`src/design/mpo_pkg.sv`:
```
// shared constants for the motor pwm option block
package mpo_pkg;

  // ****************************************************************
  // bus and register map
  // ****************************************************************
  localparam int unsigned ADDR_W         = 28;
  localparam int unsigned DATA_W         = 8;
  localparam logic [27:0] OFS_CULL_OPT   = 28'hFFFF620;
  localparam logic [27:0] OFS_DT_ADC_OPT = 28'hFFFF621;
  localparam logic [7:0]  RST_CULL_OPT   = 8'h00;
  localparam logic [7:0]  RST_DT_ADC_OPT = 8'h00;
  localparam logic [7:0]  RD_IDLE        = 8'h00;
  // bit 5 of the cull option is unused and reads as zero
  localparam logic [7:0]  CULL_OPT_MASK  = 8'hDF;

  // ****************************************************************
  // interrupt_cull_option fields
  // ****************************************************************
  localparam int unsigned CREST_USE_BIT  = 7;
  localparam int unsigned VALLEY_USE_BIT = 6;
  localparam int unsigned CULL_LSB       = 0;
  localparam int unsigned CULL_MSB       = 4;
  localparam int unsigned CULL_W         = 5;
  localparam logic [4:0]  CULL_CLEAR     = 5'h00;
  localparam logic [4:0]  CULL_STEP      = 5'h01;

  // ****************************************************************
  // deadtime_adc_trigger_option fields
  // ****************************************************************
  localparam int unsigned XFER_CULL_BIT  = 7;
  localparam int unsigned DT_MODE_BIT    = 6;
  localparam int unsigned DIR_CMP1_BIT   = 5;
  localparam int unsigned DIR_CMP0_BIT   = 4;
  localparam int unsigned EN_CMP1_BIT    = 3;
  localparam int unsigned EN_CMP0_BIT    = 2;
  localparam int unsigned EN_CREST_BIT   = 1;
  localparam int unsigned EN_VALLEY_BIT  = 0;

  // ****************************************************************
  // dead-time counters
  // ****************************************************************
  localparam int unsigned PHASES         = 3;
  localparam int unsigned DT_W           = 10;
  localparam logic [9:0]  DT_CLEAR       = 10'h000;
  localparam logic [9:0]  DT_STEP        = 10'h001;

endpackage

```
`src/design/mpo_deadtime_ctr.sv`:
```
// one 10-bit dead-time counter for a single pwm phase
`timescale 1ns/1ps
module mpo_deadtime_ctr (
  input  wire logic             clk,
  input  wire logic             rst,
  input  wire logic             count_en,
  input  wire logic             run,
  input  wire logic             narrow_mode,
  input  wire logic             phase_in,
  input  wire logic [9:0]       compare,
  output logic                  busy,
  output logic                  count_down,
  output logic [9:0]            count
);

  // ****************************************************************
  // phase edge detect
  // ****************************************************************
  logic phase_q;
  logic edge_hit;

  always_ff @(posedge clk) begin
    if (rst) begin
      phase_q <= 1'b0;
    end else begin
      phase_q <= phase_in;
    end
  end

  assign edge_hit = run && (phase_in != phase_q);

  // ****************************************************************
  // counter
  // ****************************************************************
  always_ff @(posedge clk) begin
    if (rst || !run) begin
      busy       <= 1'b0;
      count_down <= 1'b0;
      count      <= mpo_pkg::DT_CLEAR;
    end else if (edge_hit) begin
      if (busy && narrow_mode) begin
        // pulse narrower than dead time: reverse instead of restart
        count_down <= !count_down;
      end else begin
        busy       <= 1'b1;
        count_down <= 1'b0;
        count      <= mpo_pkg::DT_CLEAR;
      end
    end else if (busy && count_en) begin
      if (!count_down) begin
        if (count == compare) begin
          busy <= 1'b0;
        end else begin
          count <= count + mpo_pkg::DT_STEP;
        end
      end else if (count == mpo_pkg::DT_CLEAR) begin
        busy       <= 1'b0;
        count_down <= 1'b0;
      end else begin
        count <= count - mpo_pkg::DT_STEP;
      end
    end
  end
endmodule

```
`src/design/mpo_top.sv`:
```
// motor pwm option logic: interrupt and transfer culling, dead time, adc trigger
// Function
// - cull option register is 8-bit read/write, reset to zero.
// - cull option writes accepted while running, immediate or batch per mode.
// - crest interrupt counted for culling only when its use bit is set.
// - valley interrupt counted for culling only when its use bit is set.
// - cull setting N passes one of every N+1 counted events.
// - second option writable while running, dead-time mode bit held then.
// - transfer at every crest and valley, or culled like interrupts.
// - mode 0: narrow pulse clears dead-time counter and restarts count up.
// - mode 1: narrow pulse makes dead-time counter count down.
// - bit 5 picks counter direction qualifying second companion compare trigger.
// - bit 4 picks counter direction qualifying first companion compare trigger.
// - bits 3 to 0 enable adc trigger per source.
// - culled interrupt and batch transfer occur on the same event.
// - second option register is 8-bit read/write, reset to zero.
// - rewrite mode 0 is batch by transfer, 1 updates immediately.
// - 10-bit dead-time counter starts on phase edge, stops at compare.
//
// Our own choice: strobed register access.
`timescale 1ns/1ps
module mpo_top (
  input  wire logic             clk,
  input  wire logic             rst,
  input  wire logic [27:0]      addr,
  input  wire logic [7:0]       wdata,
  input  wire logic             wr,
  input  wire logic             rd,
  output logic      [7:0]       rdata,
  input  wire logic             timer_run_enable,
  input  wire logic             rewrite_mode_select,
  input  wire logic             count_en,
  input  wire logic             crest_irq,
  input  wire logic             valley_irq,
  input  wire logic             companion_compare0_irq,
  input  wire logic             companion_compare1_irq,
  input  wire logic [2:0]       pwm_phase_output,
  input  wire logic [9:0]       deadtime_compare,
  output logic                  crest_irq_out,
  output logic                  valley_irq_out,
  output logic                  transfer_strobe,
  output logic                  adc_trigger_out,
  output logic      [2:0]       deadtime_busy,
  output logic      [2:0]       deadtime_down
);

  // ****************************************************************
  // register decode
  // ****************************************************************
  logic       wr_cull;
  logic       wr_dt;
  logic       imm_wr;
  logic [7:0] cull_wdata;

  assign wr_cull    = wr && (addr == mpo_pkg::OFS_CULL_OPT);
  assign wr_dt      = wr && (addr == mpo_pkg::OFS_DT_ADC_OPT);
  // a stopped timer has no transfer to wait for
  assign imm_wr     = rewrite_mode_select || !timer_run_enable;
  assign cull_wdata = wdata & mpo_pkg::CULL_OPT_MASK;

  // ****************************************************************
  // interrupt_cull_option: software copy, pending flag, active copy
  // ****************************************************************
  logic [7:0] cull_sw_q;
  logic [7:0] cull_act_q;
  logic       pend_q;
  logic       xfer_evt;

  always_ff @(posedge clk) begin
    if (rst) begin
      cull_sw_q <= mpo_pkg::RST_CULL_OPT;
    end else if (wr_cull) begin
      cull_sw_q <= cull_wdata;
    end
  end

  always_ff @(posedge clk) begin
    if (rst) begin
      pend_q <= 1'b0;
    end else if (wr_cull) begin
      // a new batch write wins over a transfer in the same cycle
      pend_q <= !imm_wr;
    end else if (xfer_evt || !timer_run_enable) begin
      pend_q <= 1'b0;
    end
  end

  always_ff @(posedge clk) begin
    if (rst) begin
      cull_act_q <= mpo_pkg::RST_CULL_OPT;
    end else if (wr_cull && imm_wr) begin
      cull_act_q <= cull_wdata;
    end else if (pend_q && (xfer_evt || !timer_run_enable)) begin
      cull_act_q <= cull_sw_q;
    end
  end

  // ****************************************************************
  // deadtime_adc_trigger_option
  // ****************************************************************
  logic [7:0] dt_opt_q;

  always_ff @(posedge clk) begin
    if (rst) begin
      dt_opt_q <= mpo_pkg::RST_DT_ADC_OPT;
    end else if (wr_dt) begin
      dt_opt_q <= wdata;
      if (timer_run_enable) begin
        // mode bit would upset counters already running
        dt_opt_q[mpo_pkg::DT_MODE_BIT] <= dt_opt_q[mpo_pkg::DT_MODE_BIT];
      end
    end
  end

  // ****************************************************************
  // field views
  // ****************************************************************
  logic       crest_use;
  logic       valley_use;
  logic [4:0] cull_n;
  logic       xfer_cull;
  logic       dt_mode;

  assign crest_use  = cull_act_q[mpo_pkg::CREST_USE_BIT];
  assign valley_use = cull_act_q[mpo_pkg::VALLEY_USE_BIT];
  assign cull_n     = cull_act_q[mpo_pkg::CULL_MSB:mpo_pkg::CULL_LSB];
  assign xfer_cull  = dt_opt_q[mpo_pkg::XFER_CULL_BIT];
  assign dt_mode    = dt_opt_q[mpo_pkg::DT_MODE_BIT];

  // ****************************************************************
  // culling
  // ****************************************************************
  logic       crest_ev;
  logic       valley_ev;
  logic       cnt_ev;
  logic       hit;
  logic [4:0] cull_cnt_q;

  assign crest_ev  = timer_run_enable && crest_irq;
  assign valley_ev = timer_run_enable && valley_irq;
  assign cnt_ev    = (crest_ev && crest_use) || (valley_ev && valley_use);
  // >= so a setting lowered mid-run does not wait for a wrap
  assign hit       = cnt_ev && (cull_cnt_q >= cull_n);
  assign xfer_evt  = xfer_cull ? hit : (crest_ev || valley_ev);

  always_ff @(posedge clk) begin
    if (rst || !timer_run_enable) begin
      cull_cnt_q <= mpo_pkg::CULL_CLEAR;
    end else if (hit) begin
      cull_cnt_q <= mpo_pkg::CULL_CLEAR;
    end else if (cnt_ev) begin
      cull_cnt_q <= cull_cnt_q + mpo_pkg::CULL_STEP;
    end
  end

  always_ff @(posedge clk) begin
    if (rst) begin
      crest_irq_out   <= 1'b0;
      valley_irq_out  <= 1'b0;
      transfer_strobe <= 1'b0;
    end else begin
      crest_irq_out   <= hit && crest_ev && crest_use;
      valley_irq_out  <= hit && valley_ev && valley_use;
      transfer_strobe <= xfer_evt;
    end
  end

  // ****************************************************************
  // dead-time counters
  // ****************************************************************
  logic [9:0] dt_count [mpo_pkg::PHASES];

  for (genvar p = 0; p < mpo_pkg::PHASES; p++) begin : g_dt
    mpo_deadtime_ctr u_dt (
      .clk        (clk),
      .rst        (rst),
      .count_en   (count_en),
      .run        (timer_run_enable),
      .narrow_mode(dt_mode),
      .phase_in   (pwm_phase_output[p]),
      .compare    (deadtime_compare),
      .busy       (deadtime_busy[p]),
      .count_down (deadtime_down[p]),
      .count      (dt_count[p])
    );

  end

  // ****************************************************************
  // adc trigger
  // ****************************************************************
  logic cmp0_ok;
  logic cmp1_ok;
  logic adc_ev;

  // first phase counter direction qualifies companion compares
  assign cmp0_ok = deadtime_down[0] == dt_opt_q[mpo_pkg::DIR_CMP0_BIT];
  assign cmp1_ok = deadtime_down[0] == dt_opt_q[mpo_pkg::DIR_CMP1_BIT];
  assign adc_ev  = timer_run_enable && (
      (dt_opt_q[mpo_pkg::EN_VALLEY_BIT] && valley_irq) ||
      (dt_opt_q[mpo_pkg::EN_CREST_BIT] && crest_irq) ||
      (dt_opt_q[mpo_pkg::EN_CMP0_BIT] && companion_compare0_irq && cmp0_ok) ||
      (dt_opt_q[mpo_pkg::EN_CMP1_BIT] && companion_compare1_irq && cmp1_ok));

  always_ff @(posedge clk) begin
    if (rst) begin
      adc_trigger_out <= 1'b0;
    end else begin
      adc_trigger_out <= adc_ev;
    end
  end

  // ****************************************************************
  // read port
  // ****************************************************************
  always_ff @(posedge clk) begin
    if (rst) begin
      rdata <= mpo_pkg::RD_IDLE;
    end else if (rd && addr == mpo_pkg::OFS_CULL_OPT) begin
      rdata <= cull_sw_q;
    end else if (rd && addr == mpo_pkg::OFS_DT_ADC_OPT) begin
      rdata <= dt_opt_q;
    end else begin
      rdata <= mpo_pkg::RD_IDLE;
    end
  end
endmodule

```
`config.mk`:
```
export PLATFORM = sky130hd
export DESIGN_NAME = mpo_top
export DESIGN_NICKNAME = d
export VERILOG_FILES = /design/src/design/mpo_pkg.sv /design/src/design/mpo_deadtime_ctr.sv /design/src/design/mpo_top.sv
export SDC_FILE = /design/constraint.sdc
export NUM_CORES = 1
export LEC_CHECK = 0
export ABC_AREA = 1
export CAP_MARGIN = 15
export CORE_MARGIN = 5
export CORE_UTILIZATION = 45
export DETAILED_ROUTE_END_ITERATION = 8
export DONT_BUFFER_PORTS = 1
export GPL_TIMING_DRIVEN = 0
export HOLD_SLACK_MARGIN = 0.1
export PLACE_DENSITY_LB_ADDON = 0.12
export SETUP_SLACK_MARGIN = 0.5
export SYNTH_ARGS = -nofsm -noshare
export SYNTH_HDL_FRONTEND = slang
export SYNTH_SLANG_ARGS = --single-unit
```
`constraint.sdc`:
```
create_clock -name clk -period 1.95 [get_ports clk]
set_clock_uncertainty 0.2 [all_clocks]
set_input_delay 0.195 -clock clk [delete_from_list [all_inputs] [get_ports clk]]
set_output_delay 0.195 -clock clk [all_outputs]
set_load 0.05 [all_outputs]
```
# Word-level counts from Yosys, hierarchy flattened
# Cells that the tools add are included.
[classes]
bitwise = 2
n_eq_ne = 22
magnitude_cmp = 1
addsub = 7
mux = 58
n_reduce_logical = 64
[op_table]
columns = ["operator", "count"]
rows = [
  ["10-bit 2-to-1 mux", 18],
  ["28-bit equality test, second input constant", 2],
  ["1-bit 2-to-1 mux", 36],
  ["8-bit 2-to-1 mux", 4],
  ["1-bit logical AND", 31],
  ["10-bit by 1-bit adder with 10-bit output, second input constant", 3],
  ["10-bit equality test", 3],
  ["10-bit logical NOT", 3],
  ["10-bit by 1-bit subtractor with 10-bit output, second input constant", 3],
  ["4-bit AND reduction", 6],
  ["3-bit != test, second input constant", 6],
  ["2-bit nonzero test", 5],
  ["3-bit by 1-bit != test with 1-bit output, second input constant", 3],
  ["3-bit nonzero test", 3],
  ["1-bit logical OR", 8],
  ["2-bit != test, second input constant", 3],
  ["5-bit by 1-bit adder with 5-bit output, second input constant", 1],
  ["5-bit >= comparator", 1],
  ["1-bit logical NOT", 5],
  ["1-bit != test", 3],
  ["3-bit OR reduction", 1],
  ["1-bit equality test", 2],
  ["1-bit inverter", 2],
  ["2-bit AND reduction", 1],
  ["2-bit OR reduction", 1],
]
[word_totals]
register_bits = 79
out_inout_bits = 18
elab_cells = 178
inputBits = 60

# Logic depth before layout (Yosys ltp)
[logic_depth]
word_depth = 9
mapped_depth = 13
ltp_nobuf = 12

# Modules after synthesis
# Synthesis repeated with hierarchy kept, for this count alone.
[hier_totals]
cells_unflattened = 1023
area_unflattened_um2 = 6287.3
[by_module_without_submodules]
columns = ["mod", "cells_each", "area_per_inst_um2", "seq_area_each_um2", "n_inst"]
rows = [
  ["mpo_deadtime_ctr", 238, 1373.8, 260.2, 3],
  ["mpo_top", 309, 2165.8, 800.8, 1],
]

# Worst setup path before layout
# No wires, ideal clock.
[synth_timing]
path_kind = "register to register"
startpoint = "register g_dt[0].u_dt.count_down"
endpoint = "register g_dt[0].u_dt.count[8]"
synth_period_minus_slack_ns = 2.154
stages_incl_launch_ff = 12
setup_slack_ns = -0.204
setup_ns = 0.070
t_required_ns = 1.680
arrival_ns = 1.883
n_path_buf = 0
cell_sequence = "dfxtp_1 clkinv_1 fa_1 inv_1 nand3_1 nand3_1 nand2_1 nand2_1 nand2_1 a21oi_1 nand3_1 a21oi_1"
[synth_between]
elab_chain_len = 3
elab_cells_between_ends = 6
cone_classes = "2 x eq/ne; 3 x mux; 1 x reduce/logical"
[synth_rtl]
columns = ["element", "line", "rtl"]
rows = [
  ["from (decl)", "mpo_deadtime_ctr.sv:12", "output logic count_down,"],
  ["from (signal assigned)", "mpo_deadtime_ctr.sv:43", "count_down <= !count_down;"],
  ["10-bit 2-to-1 mux", "mpo_deadtime_ctr.sv:50", "if (!count_down) begin"],
  ["10-bit 2-to-1 mux", "mpo_deadtime_ctr.sv:49", "end else if (busy && count_en) begin"],
  ["10-bit 2-to-1 mux", "mpo_deadtime_ctr.sv:40", "end else if (edge_hit) begin"],
  ["to (signal assigned)", "mpo_deadtime_ctr.sv:39", "count <= mpo_pkg::DT_CLEAR;"],
  ["to (signal assigned)", "mpo_deadtime_ctr.sv:47", "count <= mpo_pkg::DT_CLEAR;"],
  ["to (signal assigned)", "mpo_deadtime_ctr.sv:54", "count <= count + mpo_pkg::DT_STEP;"],
  ["to (decl)", "mpo_deadtime_ctr.sv:13", "output logic [9:0] count"],
]
# Parallel ways exist; a longest one is shown, timed or not. The select of a mux whose other input is x is not followed.
# A chain may end at the register's enable or synchronous reset.

# Worst setup path after layout
[layout_timing]
startpoint = "register g_dt[1].u_dt.count_down"
endpoint = "register g_dt[1].u_dt.count[3]"
[layout_between]
elab_chain_len = 3
elab_cells_between_ends = 6
cone_classes = "2 x eq/ne; 3 x mux; 1 x reduce/logical"
[layout_rtl]
columns = ["element", "line"]
rows = [
  ["from (decl)", "mpo_deadtime_ctr.sv:12"],
  ["from (signal assigned)", "mpo_deadtime_ctr.sv:43"],
  ["10-bit 2-to-1 mux", "mpo_deadtime_ctr.sv:50"],
  ["10-bit 2-to-1 mux", "mpo_deadtime_ctr.sv:49"],
  ["10-bit 2-to-1 mux", "mpo_deadtime_ctr.sv:40"],
  ["to (signal assigned)", "mpo_deadtime_ctr.sv:39"],
  ["to (signal assigned)", "mpo_deadtime_ctr.sv:47"],
  ["to (signal assigned)", "mpo_deadtime_ctr.sv:54"],
  ["to (decl)", "mpo_deadtime_ctr.sv:13"],
]
# Parallel ways exist; a longest one is shown, timed or not. The select of a mux whose other input is x is not followed.

==> PnR_summary.wiki <==
{| class="wikitable"
! Metric !! Value
|-
| Result of the run || complete, but fails checks
|-
| Violated checks || hold timing, setup timing
|-
| Critical Path Max Stage Delay || ~0.39 ns
|-
| Residual overflow from global routing || 0
|-
| Buffering stage count on the worst path with inverters included || 4
|-
| Number of top-level design ports || 78
|-
| Sequential fraction of the synthesis area || 27.3%
|-
| Max-slew violation count || 0
|-
| Largest net degree at the start of global routing || 14
|-
| Sequential cell area in the final layout || about 0.0017 mm²
|-
| Average wire per cell in the routed design || between 15 and 20 µm
|-
| Sw Share || 27.4%
|-
| Number of core rows || 41
|-
| Register share of total power || 40.4%
|-
| Hold slack || -0.140 ns
|-
| Most frequent standard cell in the layout excluding fill and tap cells || nand2_1
|-
| Number of synthesized register bits || 79
|-
| Insertion delay of the later-clocked pin in the worst-skew pair || 0.34 ns
|-
| Number of nets with antenna violations after detailed routing || 0
|-
| Net switching power figure || 1.12 mW
|-
| Category of the worst setup path launch point || flip-flop
|-
| Comb pwr share || around 17%
|-
| Final setup violation count || 1
|-
| Least setup slack across all paths after layout || -0.00305 ns
|-
| Setup Crit Path Kind || flip-flop to flip-flop
|-
| Number of synthesized flops with an enable pin || 0
|-
| Tightest slew margin relative to the limit || between 50% and 60%
|-
| TritonCTS Sinks || 79
|-
| Final count of hold timing violations || 16
|-
| Average cell area after synthesis || 6.12 µm²
|-
| Area used by multi-input combinational logic || 0.00481 mm²
|-
| Master cell of the clock root buffer || clkbuf_16
|-
| Fraction of synthesis flops using an asynchronous set or reset pin || 0%
|-
| Net Count, Synth || roughly 1.0k
|-
| Instance count of the mapped netlist || 948
|-
| Unique cell type count in the Yosys netlist || 39
|-
| Routed wire length || between 15000 and 20000 µm
|-
| Global Route Usage Sum || about a quarter
|-
| Power density over cell area || between 400 and 500 mW/mm²
|-
| Post-synthesis instance area || 0.00580 mm²
|-
| Clock share of power || ~43%
|-
| Internal power || 2.97 mW
|-
| Crit-path max FO || 7
|-
| Tightest Hold Check Type || primary input to flip-flop
|-
| Cell repeated most along the worst path || buf_6
|-
| Routability congestion estimate || around 0.9
|-
| Antenna fix cells || 0
|-
| Critical Path, Cell by Cell || buf_6 > ha_4 > nand3_4 > nand3_4 > buf_6 > buf_6 > buf_6 > xnor2_2 > nor2_1 > nor2_1 > nor2_1
|-
| MaxCap Viol Count || 0
|-
| Leading cell types by total area after synthesis || dfxtp_1, nand2_1, inv_1, nand3_1, a21oi_1
|-
| Peak Freq || 512 MHz
|-
| Least-Margin Pin Slew || approximately 0.74 ns
|-
| Wire length of the first global-routing pass || roughly 29000 µm
|-
| Worst path arrival time || 1.99 ns
|-
| Maximum number of buffers from clock root to sink || 2
|-
| Static leakage || just under 4 nW
|-
| Area inside the core boundary || 0.0126 mm²
|-
| Final cycle utilization of the critical path || 100%
|-
| Number of buffers created by CTS || 9
|-
| DPL Wire Length || roughly 12000 µm
|-
| Commonest non-fill, non-tap cells in the layout || nand2_1, inv_1, nor2_1
|-
| H-tree level count || 3
|-
| Iteration count of the initial detailed-routing pass || 7
|-
| Clk pin slew, worst setup/hold paths || 0.06 ns
|-
| Dominant cell type by area after synthesis || dfxtp_1
|-
| Horiz. Die Dim || 124 µm
|-
| Final routed DRC violation total || 0
|-
| Initial Util || 46.0%
|-
| PnR Total Power || 4.09 mW
|-
| CTS tree || done
|-
| Via/cell ratio || about 5.3
|-
| Initial antenna violation count || 0
|-
| Min Clock Period, post-route || approximately 2.0 ns
|-
| Yosys warns || 0
|-
| First-iteration detailed-routing DRC count || 328
|-
| Largest delay share family, worst path || buffers and inverters
|-
| Overall via count from detail_route || approximately 6.6k
|-
| Die area || roughly 0.015 mm²
|-
| Endpoint type of the worst setup path || flip-flop
|-
| Number of port buffers || 0
|-
| Share of layout cells above drive strength 1 || 38.4%
|-
| Layout Nets || around 1.2k
|-
| IR drop worst, VDD || about 0.47 mV
|-
| Unrepaired setup endpoints after global routing || true
|-
| Fraction of synthesized cell area taken by the top area cell type || 27.3%
|-
| Most instantiated flip-flop cell in the synthesis netlist || dfxtp_1
|-
| Data required time of the worst path || 1.99 ns
|-
| P&R area growth vs syn || 50.4%
|-
| Number of inserted filler cells in the final layout || 1045
|-
| Number of global-route vias before repair || 5982
|-
| Die Y-Extent || 124 µm
|-
| Slowest-stage cell, CP || dfxtp_4
|}
-- through the flow --
step | std cells | TNS [ns] | cell area [µm²] | setup WS, ns | util, %
floorplan | 948 | 0 | 6110 | 0.188 | -
global placement | 1120 | -0.621 | 6330 | -0.0711 | 50.2
detailed placement | 1120 | -0.444 | 6330 | -0.0602 | 50.2
CTS | 1205 | 0 | 7720 | 0.0263 | 61.1
global route | 1240 | -0.931 | 8720 | -0.149 | 69.1
finish | 1240 | -0.00305 | 8720 | -0.00305 | 69.1
-- layout make-up --
class | instances | area share, %
Multi-Input combinational cell | 719 | 55.2
Sequential cell | 79 | 19.3
Timing Repair Buffer | 103 | 11.5
Inverter | 127 | 5.64
Clock buffer | 13 | 3.36
Tap cell | 172 | 2.47
Buffer | 24 | 2.32
Clock inverter | 3 | 0.244
-- timing repair --
action / CTS / global route
hold buffers: 19 / 4
setup endpoints to repair: 52 / 74
endpoints found under the hold margin: 54 / 29
gates cloned: 4 / 3
resized for setup: 141 / 200
pin swaps: 88 / 88
buffers inserted: 46 / 29
-- flip-flops by register name (all words and copies together) (netlist names) --
signal and flops:
cull_act_q 7, cull_sw_q 7, g_dt.u_dt.phase_q 3, transfer_strobe 1
dt_opt_q 8, rdata 8, crest_irq_out 1, valley_irq_out 1
cull_cnt_q 5, g_dt.u_dt.busy 3, adc_trigger_out 1, pend_q 1
g_dt.u_dt.count_down 3, g_dt.u_dt.count 30
-- synth_stat cells, types with 3 or more instances --
cell type and number:
inv_2 3, o21ai_0 22, inv_1 123, xor2_1 8
nand2_1 302, nand4_1 21, nor2_4 3, nand2_2 5
nor3_1 4, nand3_1 89, dfxtp_1 79, buf_2 4
xnor2_1 15, nand3b_1 3, a21oi_1 82, ha_1 30
fa_1 3, clkbuf_1 9, buf_4 10, nor2_1 104
or2_2 4, o21ai_1 3
-- worst reg2reg max path: cells and delay by family (launching register included) --
family	cells	cell delay [ns]
XOR/XNOR	1	0.13
adder cells (fa/ha/maj)	1	0.28
buffers and inverters	4	0.47
flip-flops	1	0.39
AND/OR/NAND/NOR	5	0.37
-- power by group through the flow --
stage | clock network, mW | logic [mW] | registers (mW)
2_1_floorplan | 0 | 0.351 | 1.70
3_3_place_gp | 0 | 0.428 | 1.71
3_5_place_dp | 0 | 0.430 | 1.71
4_1_cts | 1.76 | 0.572 | 1.65
5_1_grt | 1.82 | 0.760 | 1.65
6_report | 1.74 | 0.702 | 1.65
-- logic make-up after synthesis --
logic type | synth area share [%]
XOR/XNOR | 3.47
adder cells (fa/ha/maj) | 7.51
flip-flops | 27.3
AND/OR/NAND/NOR | 40.5
buffers and inverters | 10.6
AO/OA/AOI/OAI | 10.7
-- routing by layer --
layer | vias to the layer above | track usage, % | share of wire, %
li1 | 3264 | - | -
met1 | 3059 | 29.5 | 41
met2 | 224 | 39.4 | 49
met3 | 46 | 5.35 | 7.1
met4 | 0 | 9.55 | 2.7
met5 | - | 0 | 0
-- worst paths after layout --
| check | slack, ns | cells after the start | from | end |
|---|---|---|---|---|
| max reg2reg | -0.003 | 11 | g_dt[1].u_dt.count_down | g_dt[1].u_dt.count[3] |
| max | -0.003 | 11 | g_dt[1].u_dt.count_down | g_dt[1].u_dt.count[3] |
| min reg2reg | 0.26 | 2 | dt_opt_q[0] | dt_opt_q[0] |
| min | -0.14 | 2 | timer_run_enable | valley_irq_out |
(Power assumes the default switching activity.)
